### src/pkg/hart_bridge_pkg.sv
`default_nettype none
package hart_bridge_pkg;
   localparam int          NUM_CHANNELS       = 2;
   localparam logic [7:0]  CMD_READ_ID_SHORT  = 8'h00;
   localparam logic [7:0]  CMD_READ_PV        = 8'h01;
   localparam logic [7:0]  CMD_READ_CURRENT   = 8'h02;
   localparam logic [7:0]  CMD_READ_DYN_VARS  = 8'h03;
   localparam logic [7:0]  CMD_READ_ID_TAG    = 8'h0B;
   localparam logic [7:0]  CMD_READ_TAG       = 8'h0D;
   localparam logic [7:0]  CMD_WRITE_TAG      = 8'h12;
   localparam logic [7:0]  CMD_SET_UPPER      = 8'h24;
   localparam logic [7:0]  CMD_SET_LOWER      = 8'h25;
   localparam logic [7:0]  CMD_SELF_TEST      = 8'h29;
   localparam logic [7:0]  CMD_ZERO_PV        = 8'h2B;
   localparam logic [7:0]  CMD_BURST_MODE     = 8'h6D;
   localparam int          TONE_MARK_HZ       = 1200;
   localparam int          TONE_SPACE_HZ      = 2200;
   localparam int          REF_CLK_HZ         = 10000000;
   localparam int          MARK_HALF_CYC      = REF_CLK_HZ / (2 * TONE_MARK_HZ);
   localparam int          SPACE_HALF_CYC     = REF_CLK_HZ / (2 * TONE_SPACE_HZ);
   localparam int          RESP_TIMEOUT_MS    = 500;
   localparam int          RESP_TIMEOUT_CYC   = RESP_TIMEOUT_MS * (REF_CLK_HZ / 1000);
   localparam int          TIMER_W            = 23;
   localparam logic [7:0]  COMM_ERR_FLAG      = 8'h80;
   localparam int          CFG_CHANGED_BIT    = 6;
   localparam logic [7:0]  BYTE_RESET         = 8'h00;
   localparam logic [15:0] STATUS_RESET       = 16'h0000;
   typedef enum logic [2:0] {
      CH_IDLE  = 3'b000,
      CH_SEND  = 3'b001,
      CH_WAIT  = 3'b011,
      CH_RECV  = 3'b010,
      CH_REPLY = 3'b110
   } ch_state_t;
endpackage
`default_nettype wire

### src/rtl/fsk_tone_gen.sv
`default_nettype none
module fsk_tone_gen
   import hart_bridge_pkg::*;
(
   input  wire logic ref_clk,
   input  wire logic rst_n,
   input  wire logic enable,
   input  wire logic bit_value,
   output logic      tone
);
   // ==========================================================
   // Square tone, later shaped to a sine by the analog front end
   // Thirteen bits: the mark half period does not fit in twelve
   logic [12:0] count_r;
   logic [12:0] count_nxt;
   logic        tone_r;
   logic        tone_nxt;
   logic [12:0] half_len;

   always_comb begin
      half_len  = bit_value ? 13'(MARK_HALF_CYC) : 13'(SPACE_HALF_CYC);
      count_nxt = count_r;
      tone_nxt  = tone_r;
      if (!enable) begin
         count_nxt = 13'h0000;
         tone_nxt  = 1'b0;
      end else if (count_r >= half_len - 13'h0001) begin
         count_nxt = 13'h0000;
         tone_nxt  = ~tone_r;
      end else begin
         count_nxt = count_r + 13'h0001;
      end
   end

   always_ff @(posedge ref_clk) begin
      if (!rst_n) begin
         count_r <= 13'h0000;
         tone_r  <= 1'b0;
      end else begin
         count_r <= count_nxt;
         tone_r  <= tone_nxt;
      end
   end

   assign tone = tone_r;
endmodule
`default_nettype wire

### src/rtl/hart_master_channel_bridge.sv
// Function
// - Two channels, one slave field device each, module is master.
// - Forward client command to device, return its reply the same path.
// - Link traffic is FSK at 1200 Hz and 2200 Hz, zero mean.
// - Command 0 alone may use the short frame address form.
// - Command 109 switches burst mode on or off.
// - In burst mode the slave repeats responses until burst is switched off.
// - Commands may carry no data; responses always carry data and status; the bridge takes in only the 16 status bits.
// - Check response status before treating the response as valid.
// - Evaluate the two status bytes and pass result on as diagnostics.
// - Raise diagnostic interrupt on changed parameters when enabled.
`default_nettype none
module hart_master_channel_bridge
   import hart_bridge_pkg::*;
#(
   parameter int TIMEOUT_CYC = RESP_TIMEOUT_CYC
)(
   input  wire logic                    ref_clk,
   input  wire logic                    rst_n,
   input  wire logic                    diag_irq_enable,
   input  wire logic [NUM_CHANNELS-1:0] cmd_valid,
   input  wire logic [7:0]              cmd_code,
   input  wire logic                    cmd_short_addr,
   input  wire logic                    cmd_burst_on,
   output logic      [NUM_CHANNELS-1:0] cmd_ready,
   output logic      [NUM_CHANNELS-1:0] cmd_reject,
   input  wire logic [NUM_CHANNELS-1:0] link_rx_valid,
   input  wire logic [NUM_CHANNELS-1:0] link_rx_bit,
   output logic      [NUM_CHANNELS-1:0] link_tx_tone,
   output logic      [NUM_CHANNELS-1:0] link_tx_active,
   output logic      [NUM_CHANNELS-1:0] rsp_valid,
   output logic      [NUM_CHANNELS-1:0] rsp_ok,
   output logic      [NUM_CHANNELS-1:0] rsp_timeout,
   output logic      [15:0]             rsp_status [NUM_CHANNELS],
   output logic      [NUM_CHANNELS-1:0] burst_active,
   output logic      [NUM_CHANNELS-1:0] diag_comm_err,
   output logic      [NUM_CHANNELS-1:0] diag_irq
);
   // ==========================================================
   // Link input synchronisers
   logic [NUM_CHANNELS-1:0] rxv_s1_r, rxv_s2_r, rxb_s1_r, rxb_s2_r;

   always_ff @(posedge ref_clk) begin
      if (!rst_n) begin
         rxv_s1_r <= '0;
         rxv_s2_r <= '0;
         rxb_s1_r <= '0;
         rxb_s2_r <= '0;
      end else begin
         rxv_s1_r <= link_rx_valid;
         rxv_s2_r <= rxv_s1_r;
         rxb_s1_r <= link_rx_bit;
         rxb_s2_r <= rxb_s1_r;
      end
   end

   // ==========================================================
   // Status and address evaluation helpers
   function automatic logic status_ok(input logic [15:0] st);
      status_ok = (st[15:8] & COMM_ERR_FLAG) == BYTE_RESET;
   endfunction

   function automatic logic addr_ok(input logic [7:0] code,
                                    input logic       short_addr);
      addr_ok = !short_addr || (code == CMD_READ_ID_SHORT);
   endfunction

   // ==========================================================
   // Per-channel transaction engine
   genvar ch;
   generate
      for (ch = 0; ch < NUM_CHANNELS; ch++) begin : g_ch
         ch_state_t          state_r, state_nxt;
         logic [7:0]         shift_r, shift_nxt;
         logic [3:0]         bitcnt_r, bitcnt_nxt;
         logic [15:0]        stat_r, stat_nxt;
         logic [TIMER_W-1:0] timer_r, timer_nxt;
         logic               burst_r, burst_nxt;
         logic               ready_r, ready_nxt;
         logic               reject_r, reject_nxt;
         logic               rvalid_r, rvalid_nxt;
         logic               rok_r, rok_nxt;
         logic               rto_r, rto_nxt;
         logic               cerr_r, cerr_nxt;
         logic               irq_r, irq_nxt;
         logic               tone_w;

         fsk_tone_gen u_tone (
            .ref_clk   (ref_clk),
            .rst_n     (rst_n),
            .enable    (state_r == CH_SEND),
            .bit_value (shift_r[0]),
            .tone      (tone_w)
         );

         always_comb begin
            state_nxt  = state_r;
            shift_nxt  = shift_r;
            bitcnt_nxt = bitcnt_r;
            stat_nxt   = stat_r;
            timer_nxt  = timer_r;
            burst_nxt  = burst_r;
            ready_nxt  = 1'b0;
            reject_nxt = 1'b0;
            rvalid_nxt = 1'b0;
            rok_nxt    = 1'b0;
            rto_nxt    = 1'b0;
            cerr_nxt   = cerr_r;
            irq_nxt    = 1'b0;
            case (state_r)
               CH_IDLE: begin
                  ready_nxt = 1'b1;
                  if (cmd_valid[ch] && ready_r) begin
                     ready_nxt = 1'b0;
                     if (!addr_ok(cmd_code, cmd_short_addr)) begin
                        reject_nxt = 1'b1;
                     end else begin
                        shift_nxt  = cmd_code;
                        bitcnt_nxt = 4'h0;
                        timer_nxt  = '0;
                        if (cmd_code == CMD_BURST_MODE) begin
                           burst_nxt = cmd_burst_on;
                        end
                        state_nxt = CH_SEND;
                     end
                  end else if (burst_r && rxv_s2_r[ch]) begin
                     // First status bit comes with the opening valid
                     ready_nxt  = 1'b0;
                     stat_nxt   = {stat_r[14:0], rxb_s2_r[ch]};
                     bitcnt_nxt = 4'h1;
                     timer_nxt  = '0;
                     state_nxt  = CH_RECV;
                  end
               end
               CH_SEND: begin
                  // One code bit per full mark period (two mark half periods), plain framing
                  if (timer_r >= TIMER_W'(MARK_HALF_CYC * 2 - 1)) begin
                     timer_nxt  = '0;
                     shift_nxt  = {1'b0, shift_r[7:1]};
                     bitcnt_nxt = bitcnt_r + 4'h1;
                     if (bitcnt_r == 4'h7) begin
                        state_nxt = CH_WAIT;
                     end
                  end else begin
                     timer_nxt = timer_r + TIMER_W'(1);
                  end
               end
               CH_WAIT: begin
                  timer_nxt = timer_r + TIMER_W'(1);
                  if (rxv_s2_r[ch]) begin
                     stat_nxt   = {stat_r[14:0], rxb_s2_r[ch]};
                     bitcnt_nxt = 4'h1;
                     timer_nxt  = '0;
                     state_nxt  = CH_RECV;
                  end else if (timer_r >= TIMER_W'(TIMEOUT_CYC - 1)) begin
                     rvalid_nxt = 1'b1;
                     rto_nxt    = 1'b1;
                     state_nxt  = CH_IDLE;
                  end
               end
               CH_RECV: begin
                  timer_nxt = timer_r + TIMER_W'(1);
                  if (rxv_s2_r[ch]) begin
                     stat_nxt   = {stat_r[14:0], rxb_s2_r[ch]};
                     bitcnt_nxt = bitcnt_r + 4'h1;
                     if (bitcnt_r == 4'hF) begin
                        state_nxt = CH_REPLY;
                     end
                  end else if (timer_r >= TIMER_W'(TIMEOUT_CYC - 1)) begin
                     rvalid_nxt = 1'b1;
                     rto_nxt    = 1'b1;
                     state_nxt  = CH_IDLE;
                  end
               end
               CH_REPLY: begin
                  rvalid_nxt = 1'b1;
                  rok_nxt    = status_ok(stat_r);
                  cerr_nxt   = !status_ok(stat_r);
                  irq_nxt    = diag_irq_enable &&
                               stat_r[CFG_CHANGED_BIT];
                  state_nxt  = CH_IDLE;
               end
               default: state_nxt = CH_IDLE;
            endcase
         end

         always_ff @(posedge ref_clk) begin
            if (!rst_n) begin
               state_r  <= CH_IDLE;
               shift_r  <= BYTE_RESET;
               bitcnt_r <= 4'h0;
               stat_r   <= STATUS_RESET;
               timer_r  <= '0;
               burst_r  <= 1'b0;
               ready_r  <= 1'b0;
               reject_r <= 1'b0;
               rvalid_r <= 1'b0;
               rok_r    <= 1'b0;
               rto_r    <= 1'b0;
               cerr_r   <= 1'b0;
               irq_r    <= 1'b0;
            end else begin
               state_r  <= state_nxt;
               shift_r  <= shift_nxt;
               bitcnt_r <= bitcnt_nxt;
               stat_r   <= stat_nxt;
               timer_r  <= timer_nxt;
               burst_r  <= burst_nxt;
               ready_r  <= ready_nxt;
               reject_r <= reject_nxt;
               rvalid_r <= rvalid_nxt;
               rok_r    <= rok_nxt;
               rto_r    <= rto_nxt;
               cerr_r   <= cerr_nxt;
               irq_r    <= irq_nxt;
            end
         end

         logic tone_q_r;
         logic act_q_r;
         always_ff @(posedge ref_clk) begin
            if (!rst_n) begin
               tone_q_r <= 1'b0;
               act_q_r  <= 1'b0;
            end else begin
               tone_q_r <= tone_w;
               act_q_r  <= (state_r == CH_SEND);
            end
         end

         assign cmd_ready[ch]      = ready_r;
         assign cmd_reject[ch]     = reject_r;
         assign link_tx_tone[ch]   = tone_q_r;
         assign link_tx_active[ch] = act_q_r;
         assign rsp_valid[ch]      = rvalid_r;
         assign rsp_ok[ch]         = rok_r;
         assign rsp_timeout[ch]    = rto_r;
         assign rsp_status[ch]     = stat_r;
         assign burst_active[ch]   = burst_r;
         assign diag_comm_err[ch]  = cerr_r;
         assign diag_irq[ch]       = irq_r;
      end
   endgenerate
endmodule
`default_nettype wire

### config.mk
export PLATFORM = sky130hd
export DESIGN_NAME = hart_master_channel_bridge
export DESIGN_NICKNAME = d
export VERILOG_FILES = /design/src/pkg/hart_bridge_pkg.sv /design/src/rtl/fsk_tone_gen.sv /design/src/rtl/hart_master_channel_bridge.sv
export SDC_FILE = /design/constraint.sdc
export NUM_CORES = 1
export LEC_CHECK = 0
export BUFFER_PORTS_ARGS = -buffer_cell sky130_fd_sc_hd__buf_2
export CORE_MARGIN = 1.5
export CORE_UTILIZATION = 54
export DETAILED_ROUTE_END_ITERATION = 16
export GPL_TIMING_DRIVEN = 0
export PLACE_DENSITY = 0.72
export SLEW_MARGIN = 20
export SYNTH_ARGS = -nofsm -noshare
export SYNTH_HDL_FRONTEND = slang
export SYNTH_HIERARCHICAL = 1
export SYNTH_SLANG_ARGS = --single-unit
### constraint.sdc
create_clock -name ref_clk -period 2.2 [get_ports ref_clk]
set_clock_uncertainty 0.2 [all_clocks]
set_input_delay 0 -clock ref_clk [delete_from_list [all_inputs] [get_ports ref_clk]]
set_output_delay 0 -clock ref_clk [all_outputs]
set_load 0.005 [all_outputs]
---- After elaboration in Yosys (flattened, before gate mapping) ----
Cells that the tools add are included.
cells by class
  add/sub/neg operators ................... 8
  $lt $le $gt $ge ......................... 6
  eq/ne operators ......................... 37
  muxes and demuxes ....................... 69
  bitwise operators ....................... 7
  reduce and logical (&&, ||, !) cells .... 47
operators with widths
  operator               count
  $mux 23                9
  $pmux 23 s4            2
  $mux 16                6
  $pmux 16 s2            2
  $mux 3                 17
  $add 23x1->23 const B  2
  $ge 23x14->1 const B   2
  $ge 23x23->1 const B   2
  $mux 4                 11
  $mux 8                 5
  $ne 2x2->1 const B     16
  $pmux 4 s4             2
  $pmux 8 s2             2
  $add 13x1->13 const B  2
  $ge 13x13->1           2
  $mux 13                2
  $sub 13x1->13 const B  2
  $logic_not 8->1        3
  $pmux 3 s4             2
  $reduce_and 4->1       6
  $ne 3x3->1 const B     6
  $eq 3x2->1 const B     4
  $reduce_and 2->1       6
  $reduce_and 3->1       4
  other kinds (20)       57
word-level totals
  bits in registers ....................... 164
  input bits .............................. 19
  output and inout bits ................... 52
  logic and storage cells ................. 212

---- Longest topological paths before layout ----
  depth in word-level cells ............... 5
  gate-level depth with buffers ........... 9
  mapped depth without buffers ............ 6

---- By module ----
Netlist, hierarchy kept.
modules (own cells, without submodules)
  module                      times used  cells an instance  area an instance (um2)  seq. area each (um2)
  hart_master_channel_bridge  1           812                6960.4                  2722.6
  fsk_tone_gen                2           86                 782.0                   280.3

---- Least setup slack after synthesis ----
OpenSTA, ideal clock, no wires.
  kind .................................... register -> register
  from .................................... register g_ch[1].state_r[0]
  to ...................................... register g_ch[1].timer_r[22]
  library setup time ...................... 0.079 ns
  arrival time ............................ 2.070 ns
  required time ........................... 1.921 ns
  slack ................................... -0.149 ns
  stages on the path, launching flop included .. 9
  path buffers ............................ 2
  clock period less this slack ............ 2.349 ns
  path through ............................ dfxtp_1 -> buf_4 -> or3b_1 -> inv_2 -> nand4_1 -> o41ai_4 -> buf_2 -> o2111ai_1 -> o211ai_1
between the ends
  word-level cells in the longest chain between the ends .. 3
  elaborated cells on any way between the ends .. 9
  classes of those cells .................. eq/ne (5); mux (1); reduce/logical (3)
ends and longest elaborated chain
  element                                                    line                               text
  start, declared                                            hart_master_channel_bridge.sv:73   ch_state_t state_r, state_nxt;
  start signal, assigned                                     hart_master_channel_bridge.sv:203  state_r <= state_nxt;
  $eq 3x2->1, or another cell as far along                   hart_master_channel_bridge.sv:110  case (state_r)
  $reduce_bool 4->1 (no line) or $ne 3x3->1 (tied branches)  n/a
  $reduce_and 3->1 (no line)                                 n/a
  end signal, assigned                                       hart_master_channel_bridge.sv:207  timer_r <= timer_nxt;
  end, declared                                              hart_master_channel_bridge.sv:77   logic [TIMER_W-1:0] timer_r, timer_nxt;
Parallel ways exist; a longest one is shown, timed or not.
A chain may end at the register's enable or synchronous reset.

---- Worst setup path after layout ----
  from .................................... register g_ch[1].state_r[2]
  to ...................................... register g_ch[1].shift_r[6]
between the ends
  word-level cells in the longest chain between the ends .. 3
  elaborated cells on any way between the ends .. 8
  classes of those cells .................. eq/ne (4); mux (1); reduce/logical (3)
ends and longest elaborated chain
  element                                                    line                               text
  $eq 3x1->1 or $logic_not 3->1 (tied branches)              hart_master_channel_bridge.sv:110
  $ne 2x2->1 (no line) or $reduce_bool 2->1 (tied branches)  n/a
  $reduce_and 4->1 (no line)                                 n/a
  end signal, assigned                                       hart_master_channel_bridge.sv:204  shift_r <= shift_nxt;
  end, declared                                              hart_master_channel_bridge.sv:74   logic [7:0] shift_r, shift_nxt;
Parallel ways exist; a longest one is shown, timed or not.

==> results.toml <==
[worst_hold_path]
hp-start = "rst_n"
whs_endpoint = "g_ch[0].u_tone/count_r[8]"
hold_path.class = "primary input to flop"
whs_path_depth = 3

[finish]
nNetsFinal = 1170
final_cell_mix = "dfxtp_1, nor2_1, buf_4"
area_growth_pct = 30.38
final_common_cell = "dfxtp_1"
diodes = 0
drive_above_1_share_pct = 30.63
final_cell_area_sq_um = 11110

[power]
p_switching_mw = 3.043
swShare_pct = 34.08
clockPowerShare_pct = 31.6
p_leak_nw = 4.136
p_seq_share_pct = 37.0
internal_power_mw = 5.887
peakVddDrop_v = 0.0006379
fin_total_pwr_mw = 8.930
power.density_nw_per_um2 = 803.4
p_comb_share_pct = 31.4

[sta]
tightestPinTransition_ns = 0.8270
setup_viol = 67
setup_slack_ns = -0.1387
rsz0062_at_grt = "yes"
hold_viol_final = 28
slew_viol_final = 0
holdWs_ns = -0.1899
clock.fmax_ghz = 0.4276
finalCritPeriodShare_pct = 106.3
max_slew_margin_pct = 44.87
fin_crit_ns = 2.339
final.setup.tns_ns = -4.598

[die]
fp.dieW_um = 128.6
die_h_um = 128.6
die_area_sq_um = 16550
initial_core_util_pct = 55.66
ios = 71
fp-row-count = 45
core-area_sq_um = 15310

[critical_path]
r2r-end = "g_ch[1].shift_r[6]"
slowest_stage = "nor4_2"
critPathMaxFanout = 7
worst_setup_path_start_kind = "flop"
cp_slowest_stage_delay_ns = 0.62
crit_type = "flop to flop"
cp_cell_sequence = "or3b_4, inv_2, nand4_1, nor4_2, nor3_2, o21a_1"
r2r_slack_ns = -0.14
cp_data_required_time_ns = 2.32
end_kind = "flop"
timing.rr.start = "g_ch[1].state_r[2]"
crit_start = "g_ch[1].state_r[2]"
r2r_cells = 6
arrival_ns = 2.46

[cts]
clk_path_buf_depth = 2
cts_root_buffer = "clkbuf_16"
htreeDepth = 4
clkSinkCount = 164
clock_latency_ns = 0.43
cts_tree = "built"
clk_pin_slew_ns = 0.07
cts_buffers = 17

[detailed_routing]
vias = 8021
wl_mm = 23.63
wl_per_cell_um = 17.41
drc_errors = 0
avgViaCountPerCell = 5.911
firstDrtPassIters = 5
drtIter0Drc = 600
ant_nets = 0

[global_route]
grt_max_degree = 17
grt_overflow = 0
grt_util_met3_pct = 5.572
gr-usage-met1_pct = 37.93
grt_pass1_wl_mm = 37.19
groute.usage.overall_pct = 28.00
first_global_vias = 7356
use_met2_pct = 45.33
antenna_found_initial = 0
grt_busiest_layer = "met2"

[status]
violations = "hold timing, setup timing"
status = "finished, violations left"

[synthesis]
ys.flop_type = "dfxtp_1"
netlist_area_sq_um = 8524
yosysUniqueCellTypes = 80
yosysSeqAreaShare_pct = 38.51
synth_top_area_share_pct = 38.51
ys_top_cells_by_area = "dfxtp_1, mux2i_1, buf_4"
avgSynthCellArea_sq_um = 8.663
syn_inst = 984
ys_ff_latch = 164
synth_top_area_cell = "dfxtp_1"
synth_nets = 1021
synthArstFlopShare_pct = 0
synth-warning-count = 6
synth_edf_count = 0

[place]
dp_hpwl_mm = 14.48
place_ws_ns = -0.7844
place.gp.congestion = 0.9327
numPortBuffers = 70
place_area_sq_um = 9184

[run]
maxCapViolCount = 0
==> critical path: cells and delay by family (launching register included) <==
kind | cells | cell delay (ns)
buffers and inverters | 1 | 0.08
AND/OR/NAND/NOR | 4 | 1.38
AO/OA/AOI/OAI | 1 | 0.22
flip-flops | 1 | 0.34
==> cell families after synthesis <==
group,Yosys count,synth area share (%)
adders and majority gates,18,2.642
DFF,164,38.51
xor gates and xnor gates,33,3.391
AOI/OAI and AO/OA,201,17.48
and+or+nand+nor,396,24.37
buffers and inverters,128,8.440
muxes,44,5.167
==> state kept, by name, indices dropped and copies added (netlist names), 6 cells and up <==
| name | cells |
|---|---|
| g_ch.timer_r | 46 |
| g_ch.stat_r | 32 |
| g_ch.u_tone/count_r | 26 |
| g_ch.shift_r | 16 |
| g_ch.bitcnt_r | 8 |
| g_ch.state_r | 6 |
==> layer usage <==
metal,part of all wire (%),up-vias
met5,0,-
met1,44,3769
met4,2.3,0
met2,47,323
met3,6.8,46
li1,-,3883
==> worst max path at each step <==
stage                          endpoint  slack [ns]
finish               g_ch[1].shift_r[6]       -0.14
global placement     g_ch[1].timer_r[7]       -0.72
detailed placement   g_ch[1].timer_r[8]       -0.78
floorplan           g_ch[1].timer_r[22]       -0.05
global route         g_ch[1].timer_r[4]       -0.20
CTS                  g_ch[1].timer_r[4]       -0.16
==> power groups by stage <==
stage          Combinational, mW  Clock [mW]  Sequential (mW)
5_1_grt                     2.95        2.98             3.33
2_1_floorplan               1.31           0             3.31
3_5_place_dp                1.72           0             3.35
6_report                    2.80        2.82             3.31
3_3_place_gp                1.71           0             3.35
4_1_cts                     2.67        2.84             3.29
==> synthesized netlist by cell type (all sizes together), types with 7 or more instances <==
cell / instances
a21oi: 46
buf: 69
a311oi: 7
o211ai: 8
o21ai: 29
nand2: 75
clkbuf: 33
nand3b: 8
or4: 11
o22ai: 7
and3: 16
nor3: 27
a41oi: 7
a31oi: 11
o31ai: 11
o311ai: 8
xnor2: 21
o21a: 7
nand3: 46
a211oi: 7
nor4: 15
or3: 17
inv: 25
nand4: 30
nor3b: 7
and2: 17
o2111ai: 9
ha: 18
nor2: 99
mux2i: 44
xor2: 12
dfxtp: 164
==> cell type report <==
| cell class | count | area, sq um |
|---|---|---|
| Multi-Input combinational cell | 692 | 5139 |
| Fill cell | 1145 | 4200 |
| Sequential cell | 164 | 3321 |
| Timing Repair Buffer | 141 | 1072 |
| Buffer | 91 | 674.4 |
| Clock buffer | 19 | 432.9 |
| Tap cell | 211 | 264.0 |
| Clock inverter | 13 | 113.9 |
| Inverter | 26 | 97.59 |
==> through the flow <==
stage          utilization, %  std cells
6_report                72.57       1357
5_1_grt                 72.57       1357
4_1_cts                 70.28       1346
3_5_place_dp            59.97       1265
3_3_place_gp            59.97       1265
2_1_floorplan               -        984
==> what timing repair did <==
item,in CTS,in global routing
setup buffers,34,12
gates resized for setup,127,77
setup endpoints to repair,111,110
endpoints found under the hold margin,62,35
hold buffers,16,5
cloned,7,0
pin swaps,39,30
No activity file was read; power rests on OpenSTA's default activity.
